File: src/ctm_map.svh
// register offsets, field positions, reset values and timing counts of the counter-timer
`ifndef CTM_MAP_SVH
`define CTM_MAP_SVH
`define CTM_ADDR_W 5
`define CTM_OFS_CTRL 5'h00
`define CTM_OFS_THRESH 5'h04
`define CTM_OFS_START_LO 5'h08
`define CTM_OFS_START_HI 5'h0C
`define CTM_OFS_STOP_LO 5'h10
`define CTM_OFS_STOP_HI 5'h14
`define CTM_OFS_RESULT 5'h18
`define CTM_OFS_STATUS 5'h1C
`define CTM_CTRL_W 8
`define CTM_CTRL_CLR_BIT 8
`define CTM_STATUS_W 5
`define CTM_CTRL_RST 8'h00
`define CTM_THRESH_RST 8'h00
`define CTM_WORD_RST 64'h0
`define CTM_STATE_W 56
`define CTM_CLK_HZ 200000000
`define CTM_GATE_MIN_MS 10
`define CTM_GATE_MIN_CYC (`CTM_GATE_MIN_MS * (`CTM_CLK_HZ / 1000))
`define CTM_PRE_LAST 4'h9
`endif

File: src/ctm_pkg.sv
// types shared by the counter-timer measurement unit
package ctm_pkg;
  typedef enum logic [1:0] {CTM_FREQ, CTM_PERIOD, CTM_INTERVAL, CTM_TOTAL} ctm_mode_t;
  typedef enum logic [1:0] {CTM_SRC_EXT, CTM_SRC_PRE, CTM_SRC_DATA} ctm_src_t;
  typedef struct packed {
    logic hold;
    logic probe_x10;
    logic [1:0] win_sel;
    ctm_src_t src;
    ctm_mode_t mode;
  } ctm_ctrl_t;
  typedef struct packed {
    logic probe_active;
    logic iv_running;
    logic overrange;
    logic frozen;
    logic live;
  } ctm_status_t;
endpackage

File: src/ctm_counter_timer.sv
// counter-timer measurement unit: event sources, four modes, result hold and register port
`timescale 1ns/1ps
`include "ctm_map.svh"
// Behaviour
// - four modes: frequency, period, interval, total; probe or state events as input.
// - frequency mode counts probe edges up to 100 MHz, state events 10 MHz.
// - period mode reports duration of one input cycle in timebase ticks.
// - total mode counts every occurrence of the selected event.
// - frequency counts over a window selectable 10 ms to 10 s.
// - period mode flags periods longer than the selected range, 10 ms to 10 s, or longer than a tenth of it with the divided source.
// - sources are direct probe, probe divided by ten, or state word.
// - state source qualifies events on a word of up to 56 bits.
// - interval mode uses separate start and stop match words.
// - probe attenuation offered only for probe sources outside interval mode.
// - threshold is an 8-bit signed code, 0.02 V per step, when probe active.
// - result refreshes continuously and live status shows while live_measure_status.
// - hold freezes the result against all but a clear, and shows frozen status instead of live.
module ctm_counter_timer #(
  parameter int unsigned STATE_W = `CTM_STATE_W,
  parameter int unsigned GATE_MIN_CYC = `CTM_GATE_MIN_CYC
) (
  input wire logic clk,
  input wire logic reset_n,
  input wire logic [`CTM_ADDR_W-1:0] addr,
  input wire logic [31:0] wdata,
  input wire logic wr,
  input wire logic rd,
  output logic [31:0] rdata,
  input wire logic probe_in,
  input wire logic state_strobe,
  input wire logic [STATE_W-1:0] state_word,
  output logic [7:0] threshold_code,
  output logic probe_x10,
  output logic probe_setting_active,
  output logic live_measure_status,
  output logic frozen_status
);
  ctm_pkg::ctm_ctrl_t ctrl;
  ctm_pkg::ctm_status_t status;
  logic [7:0] thresh;
  logic [63:0] start_word;
  logic [63:0] stop_word;
  logic clr;
  logic [2:0] probe_sync;
  logic [2:0] strobe_sync;
  logic [STATE_W-1:0] word_s1;
  logic [STATE_W-1:0] word_s2;
  logic ext_evt;
  logic divide_by_ten_input;
  logic st_edge;
  logic start_hit;
  logic stop_hit;
  logic data_evt;
  logic evt;
  logic [3:0] dec_cnt;
  logic [31:0] base_cnt;
  logic base_tick;
  logic [9:0] win_ticks;
  logic win_close;
  logic [31:0] freq_cnt;
  logic [31:0] per_cnt;
  logic armed;
  logic ovf;
  logic [31:0] range_cyc;
  logic [31:0] tot_cnt;
  logic run;
  logic [31:0] iv_cnt;
  logic [31:0] result;
  logic [31:0] next_result;
  logic pre_sel;

  function automatic logic [9:0] ctm_decade(input logic [1:0] s);
    logic [9:0] d;
    unique case (s)
      2'h0: d = 10'h001;
      2'h1: d = 10'h00A;
      2'h2: d = 10'h064;
      2'h3: d = 10'h3E8;
    endcase
    return d;
  endfunction

  // rate per second from a window count; window of 10^s times 10 ms
  function automatic logic [31:0] ctm_rate(input logic [31:0] c, input logic pre, input logic [1:0] s);
    logic [41:0] w;
    w = {10'h000, c};
    unique case ({pre, s})
      3'h0: w = w * 42'h064;
      3'h1: w = w * 42'h00A;
      3'h2: w = w;
      3'h3: w = w / 42'h00A;
      3'h4: w = w * 42'h3E8;
      3'h5: w = w * 42'h064;
      3'h6: w = w * 42'h00A;
      3'h7: w = w;
    endcase
    return w[31:0];
  endfunction

  // register port
  always_ff @(posedge clk or negedge reset_n) begin
    if (!reset_n) begin
      ctrl <= ctm_pkg::ctm_ctrl_t'(`CTM_CTRL_RST);
      thresh <= `CTM_THRESH_RST;
      start_word <= `CTM_WORD_RST;
      stop_word <= `CTM_WORD_RST;
    end else if (wr) begin
      unique case (addr)
        `CTM_OFS_CTRL: ctrl <= ctm_pkg::ctm_ctrl_t'(wdata[`CTM_CTRL_W-1:0]);
        `CTM_OFS_THRESH: thresh <= wdata[7:0];
        `CTM_OFS_START_LO: start_word[31:0] <= wdata;
        `CTM_OFS_START_HI: start_word[63:32] <= wdata;
        `CTM_OFS_STOP_LO: stop_word[31:0] <= wdata;
        `CTM_OFS_STOP_HI: stop_word[63:32] <= wdata;
        default: ;
      endcase
    end
  end

  // clearing is a separate strobe so that toggling hold never wipes the reading
  always_ff @(posedge clk or negedge reset_n) begin
    if (!reset_n) begin
      clr <= 1'b0;
    end else begin
      clr <= wr && addr == `CTM_OFS_CTRL && wdata[`CTM_CTRL_CLR_BIT];
    end
  end

  always_comb begin
    status.probe_active = probe_setting_active;
    status.iv_running = run;
    status.overrange = ovf;
    status.frozen = frozen_status;
    status.live = live_measure_status;
  end

  always_ff @(posedge clk or negedge reset_n) begin
    if (!reset_n) begin
      rdata <= 32'h0;
    end else if (rd) begin
      unique case (addr)
        `CTM_OFS_CTRL: rdata <= {24'h0, ctrl};
        `CTM_OFS_THRESH: rdata <= {24'h0, thresh};
        `CTM_OFS_START_LO: rdata <= start_word[31:0];
        `CTM_OFS_START_HI: rdata <= start_word[63:32];
        `CTM_OFS_STOP_LO: rdata <= stop_word[31:0];
        `CTM_OFS_STOP_HI: rdata <= stop_word[63:32];
        `CTM_OFS_RESULT: rdata <= result;
        `CTM_OFS_STATUS: rdata <= {27'h0, status};
        default: rdata <= 32'h0;
      endcase
    end else begin
      rdata <= 32'h0;
    end
  end

  // probe controls only make sense while a probe source feeds a probe mode
  // the spare source code 3 behaves as the state source, so only the two probe codes qualify
  assign probe_setting_active = ctrl.mode != ctm_pkg::CTM_INTERVAL
    && (ctrl.src == ctm_pkg::CTM_SRC_EXT || ctrl.src == ctm_pkg::CTM_SRC_PRE);
  assign probe_x10 = probe_setting_active & ctrl.probe_x10;
  assign threshold_code = probe_setting_active ? thresh : 8'h00;
  assign live_measure_status = ~ctrl.hold;
  assign frozen_status = ctrl.hold;

  // pin synchronisers; stage 0 feeds only stage 1
  always_ff @(posedge clk or negedge reset_n) begin
    if (!reset_n) begin
      probe_sync <= 3'h0;
      strobe_sync <= 3'h0;
      word_s1 <= '0;
      word_s2 <= '0;
    end else begin
      probe_sync <= {probe_sync[1:0], probe_in};
      strobe_sync <= {strobe_sync[1:0], state_strobe};
      word_s1 <= state_word;
      word_s2 <= word_s1;
    end
  end

  // one edge per 2 clocks limits the direct path to half the clock rate
  assign ext_evt = probe_sync[1] & ~probe_sync[2];
  assign st_edge = strobe_sync[1] & ~strobe_sync[2];
  assign start_hit = st_edge && word_s2 == start_word[STATE_W-1:0];
  assign stop_hit = st_edge && word_s2 == stop_word[STATE_W-1:0];
  assign data_evt = start_hit;
  assign divide_by_ten_input = ext_evt && dec_cnt == `CTM_PRE_LAST;
  assign pre_sel = ctrl.src == ctm_pkg::CTM_SRC_PRE;

  always_ff @(posedge clk or negedge reset_n) begin
    if (!reset_n) begin
      dec_cnt <= 4'h0;
    end else if (clr) begin
      dec_cnt <= 4'h0;
    end else if (ext_evt) begin
      dec_cnt <= (dec_cnt == `CTM_PRE_LAST) ? 4'h0 : dec_cnt + 4'h1;
    end
  end

  always_comb begin
    unique case (ctrl.src)
      ctm_pkg::CTM_SRC_EXT: evt = ext_evt;
      ctm_pkg::CTM_SRC_PRE: evt = divide_by_ten_input;
      default: evt = data_evt;
    endcase
  end

  // 10 ms base tick, then a decade count of ticks sets window and range
  assign base_tick = base_cnt == 32'(GATE_MIN_CYC - 1);
  assign win_close = base_tick && win_ticks == ctm_decade(ctrl.win_sel) - 10'h001;
  assign range_cyc = 32'(64'(GATE_MIN_CYC) * 64'(ctm_decade(ctrl.win_sel)));

  always_ff @(posedge clk or negedge reset_n) begin
    if (!reset_n) begin
      base_cnt <= 32'h0;
    end else if (clr || ctrl.mode != ctm_pkg::CTM_FREQ || base_tick) begin
      base_cnt <= 32'h0;
    end else begin
      base_cnt <= base_cnt + 32'h1;
    end
  end

  always_ff @(posedge clk or negedge reset_n) begin
    if (!reset_n) begin
      win_ticks <= 10'h000;
      freq_cnt <= 32'h0;
    end else if (clr || ctrl.mode != ctm_pkg::CTM_FREQ) begin
      win_ticks <= 10'h000;
      freq_cnt <= 32'h0;
    end else if (win_close) begin
      win_ticks <= 10'h000;
      freq_cnt <= {31'h0, evt};
    end else begin
      if (base_tick) begin
        win_ticks <= win_ticks + 10'h001;
      end
      if (evt) begin
        freq_cnt <= freq_cnt + 32'h1;
      end
    end
  end

  // period: ticks between successive events, overrange past the range
  always_ff @(posedge clk or negedge reset_n) begin
    if (!reset_n) begin
      per_cnt <= 32'h0;
      armed <= 1'b0;
      ovf <= 1'b0;
    end else if (clr || ctrl.mode != ctm_pkg::CTM_PERIOD) begin
      per_cnt <= 32'h0;
      armed <= 1'b0;
      ovf <= 1'b0;
    end else if (evt) begin
      per_cnt <= 32'h0;
      armed <= 1'b1;
      ovf <= 1'b0;
    end else if (armed && !ovf) begin
      if (per_cnt + 32'h1 >= range_cyc) begin
        ovf <= 1'b1;
      end else begin
        per_cnt <= per_cnt + 32'h1;
      end
    end
  end

  always_ff @(posedge clk or negedge reset_n) begin
    if (!reset_n) begin
      tot_cnt <= 32'h0;
    end else if (clr || ctrl.mode != ctm_pkg::CTM_TOTAL) begin
      tot_cnt <= 32'h0;
    end else if (evt) begin
      tot_cnt <= tot_cnt + 32'h1;
    end
  end

  // a stop match in the start cycle is ignored; only later stops end the span
  always_ff @(posedge clk or negedge reset_n) begin
    if (!reset_n) begin
      run <= 1'b0;
      iv_cnt <= 32'h0;
    end else if (clr || ctrl.mode != ctm_pkg::CTM_INTERVAL) begin
      run <= 1'b0;
      iv_cnt <= 32'h0;
    end else if (!run) begin
      if (start_hit) begin
        run <= 1'b1;
        iv_cnt <= 32'h0;
      end
    end else if (stop_hit) begin
      run <= 1'b0;
    end else begin
      iv_cnt <= iv_cnt + 32'h1;
    end
  end

  always_comb begin
    next_result = result;
    unique case (ctrl.mode)
      ctm_pkg::CTM_FREQ: if (win_close) next_result = ctm_rate(freq_cnt, pre_sel, ctrl.win_sel);
      ctm_pkg::CTM_PERIOD: if (evt && armed && !ovf) begin
        next_result = pre_sel ? (per_cnt + 32'h1) / 32'hA : per_cnt + 32'h1;
      end
      ctm_pkg::CTM_INTERVAL: if (run && stop_hit) next_result = iv_cnt + 32'h1;
      ctm_pkg::CTM_TOTAL: next_result = tot_cnt;
    endcase
  end

  always_ff @(posedge clk or negedge reset_n) begin
    if (!reset_n) begin
      result <= 32'h0;
    end else if (clr) begin
      result <= 32'h0;
    end else if (!ctrl.hold) begin
      result <= next_result;
    end
  end
endmodule

File: config.mk
export PLATFORM = sky130hd
export DESIGN_NAME = ctm_counter_timer
export DESIGN_NICKNAME = d
export VERILOG_FILES = /design/src/ctm_pkg.sv /design/src/ctm_counter_timer.sv
export VERILOG_INCLUDE_DIRS = /design/src
export SDC_FILE = /design/constraint.sdc
export NUM_CORES = 2
export LEC_CHECK = 0
export BUFFER_PORTS_ARGS = -buffer_cell sky130_fd_sc_hd__buf_2
export CAP_MARGIN = 40
export CORE_MARGIN = 2
export CORE_UTILIZATION = 33
export CTS_BUF_LIST = sky130_fd_sc_hd__clkbuf_2
export DETAILED_ROUTE_END_ITERATION = 10
export GPL_ROUTABILITY_DRIVEN = 0
export PLACE_DENSITY = 0.52
export SYNTH_ARGS = -nofsm -noshare
export SYNTH_HDL_FRONTEND = slang
export SYNTH_SLANG_ARGS = --single-unit
export TNS_END_PERCENT = 1
File: constraint.sdc
create_clock -name clk -period 37.7 [get_ports clk]
set_input_delay 9.425 -clock clk [delete_from_list [all_inputs] [get_ports clk]]
set_output_delay 9.425 -clock clk [all_outputs]
set_load 0.1 [all_outputs]
==> impl_metrics.ini <==
[placed_design]
dp_hpwl_mm = 206
io_buffer_count = 142
dp_cells = 11200
place_area_sq_um = 72800
post-place-ws_ns = -1.97

[routing]
wl_mm = 263
first_iter_violations = 7079
vias_per_cell = 6.01
avgRoutedWirePerCell_microns = 22.8
firstDrtPassIters = 6
vias = 69500
drc = 0
ant_nets = 0

[critical_path]
max_stage_delay_ns = 0.60
crit_path_max_fanout = 20
crit_type = reg2reg
critPathRequiredTime_ns = 38.93
start_kind = flip-flop
cp.arrival_ns = 37.73
crit_top_cell = buf_4
crit_path_end_kind = flip-flop
slowest_stage = or4b_4

[power_and_ir_drop]
powerDensity_nw_per_um2 = 21.7
irDropWorstVdd_mv = 0.0386
p_leak_nw = 34.0

[clock_network]
cts_root_buffer = clkbuf_2
clockBufferDepth = 3
cts_tree = done
cts_buffers = 139
cts_hold_buf = 0
cts_max_level = 4
worstSkewPairLatency_ns = 1.39
clkSinkCount = 504
clk_pin_slew_ns = 0.11

[synthesis]
ys_warn_count = 0
ys_types = 159
avgSynthCellArea_sq_um = 8.03
ys_async_sr_fraction = 1.00
synth_top_area_cell = dfrtp_1
synth_area_sq_um = 65400
synth_edf_count = 0
synth_top_area_share = 0.193
seq_area_frac_synth = 0.193
synth.net_count = 8618
synthCells = 8152
synth_area_leaders = dfrtp_1, xnor2_1, ha_1
synth_flop_cell = dfrtp_1
ys_seq_elements = 504

[hold_path]
holdCritPathClass = reg2reg

[global_route]
grt_max_degree = 106
grt_pass1_wl_mm = 401
grt_usage = 0.248
grt-ovfl-total = 0
antenna_found_initial = 12
first_global_vias = 66400

[flow_run]
max-cap-violations = 0

[die]
pin_count = 143
die_x_microns = 449
core_sq_um = 197000
start_util = 0.332
num_rows = 163
die_h_microns = 449
fp.dieArea_sq_um = 202000

[status]
status = finished clean

[final_layout]
final_util = 0.393
nets = 9285
drive_above_1_share = 0.217
syn_to_final_growth_pct = 18.4
fill_cells = 20300
final_area_sq_um = 77500
final_cells = 11600

[sta]
period_needed_ns = 36.50
fin_skew_ns = 0.109
finalMaxSlewViolations = 0
fin_ws_ns = 1.20
hold_ws_ns = 0.267
hold_viol = 0
fmax_mhz = 27.4
worstMarginPinSlew_ns = 0.936
fin_crit_sh = 0.968
maxSlewHeadroom = 0.374
setup_viol = 0
==> final timing paths <==
| path | slack [ns] | from | endpoint | depth (start not counted) |
|---|---|---|---|---|
| setup / recovery | 1.20 | freq_cnt[2]$_DFFE_PN0P_ | result[0]$_DFFE_PN0P_ | 132 |
| hold / removal | 0.27 | word_s1[32]$_DFF_PN0_ | word_s2[32]$_DFF_PN0_ | 0 |
| setup reg to reg | 1.20 | freq_cnt[2]$_DFFE_PN0P_ | result[0]$_DFFE_PN0P_ | 132 |
| hold reg to reg | 0.27 | word_s1[32]$_DFF_PN0_ | word_s2[32]$_DFF_PN0_ | 0 |
| max in group asynchronous | 27.30 | reset_n | ctrl[0]$_DFFE_PN0P_ | 3 |
| min in group asynchronous | 8.11 | reset_n | strobe_sync[1]$_DFF_PN0_ | 1 |
==> placed cells by master (no fill, tap or decap), types with 157 or more instances in the layout <==
cell type and n:
buf_4 714, nor2_1 718, nor3_1 213, xnor2_1 557
mux2_2 206, xor2_1 280, nand2_1 623, o21ai_0 323
dfrtp_1 502, nand4_1 157, ha_1 251, inv_1 322
nand3_1 310, clkbuf_2 188, a21oi_1 442
==> through the flow <==
step           setup TNS [ns]  power [W]
2_1_floorplan               0    0.00103
3_3_place_gp            -3.09    0.00124
3_5_place_dp            -3.85    0.00126
4_1_cts                     0    0.00169
5_1_grt                -0.306    0.00178
6_report                    0    0.00168
==> sequential cells by signal, indices dropped and copies added (netlist names) <==
signal / count
freq_cnt: 32
per_cnt: 32
start_word: 64
base_cnt: 32
thresh: 8
win_ticks: 10
dec_cnt: 4
result: 32
tot_cnt: 32
ctrl: 7
probe_sync: 3
stop_word: 64
run: 1
ovf: 1
frozen_status: 1
armed: 1
word_s2: 56
clr: 1
iv_cnt: 32
rdata: 32
word_s1: 56
strobe_sync: 3
==> area by class of cell <==
cell class,count,area [sq um],area share
clock buffers,187,936,0.0121
clock inverters,48,338,0.00436
diodes,5,12.5,0.000161
well taps,2640,3300,0.0426
inverters,330,1240,0.0160
flip-flops and latches,504,12600,0.163
repair buffers,899,6670,0.0860
multi-input cells,6945,52400,0.676
==> synthesized netlist by cell type, types with 77 or more instances <==
master / count
nor4_1: 124
and3_1: 148
o21bai_1: 77
nand2_1: 631
fa_1: 116
o21ai_0: 339
nor2_1: 733
nand2b_1: 88
dfrtp_1: 504
nand4_1: 157
a211oi_1: 92
or3_1: 109
nor3_1: 227
xor2_1: 291
inv_1: 322
a21oi_1: 461
clkbuf_1: 226
a31oi_1: 126
mux2_2: 204
nand3_1: 318
and2_1: 99
mux2i_1: 90
xnor2_1: 593
ha_1: 251
==> cell families (layout without fill, tap and decap cells) <==
kind of cell,after synthesis,after routing,synth area share
compound gates,2284,2285,0.250
xor+xnor,903,903,0.123
fa+ha+maj,372,372,0.0842
buf+inv,704,1464,0.0460
flops,504,504,0.193
mux,327,327,0.0580
other cells,0,5,0
simple gates,3058,3058,0.245
==> routing by layer <==
layer	routed length (microns)	global-route usage
met5	76	0
met4	11000	0.0911
met3	18500	0.0309
met2	120000	0.398
met1	114000	0.339
==> timing repair <==
item | 4_1_cts | 5_1_grt
pin swaps | 7 | 95
cloned | 0 | 5
setup buffers | 9 | 105
gates resized for setup | 62 | 402
endpoints found under the setup margin | 3 | 3
==> critical path, delay by kind of cell (launching register included) <==
kind	cells	cell delay (ns)
AOI/OAI and AO/OA	54	15.80
xor gates and xnor gates	3	0.66
adders and majority gates	1	0.25
buffers and inverters	26	4.83
DFF	1	0.36
muxes	2	0.65
and+or+nand+nor	46	13.72
==> power breakdown <==
group	total [W]	switching [W]	internal (W)	leakage, nW
Combinational	0.000606	0.000391	0.000215	26.5
Clock	0.000413	0.000252	0.000160	0.939
Sequential	0.000665	0.0000707	0.000595	6.56
(Power assumes the default switching activity.)
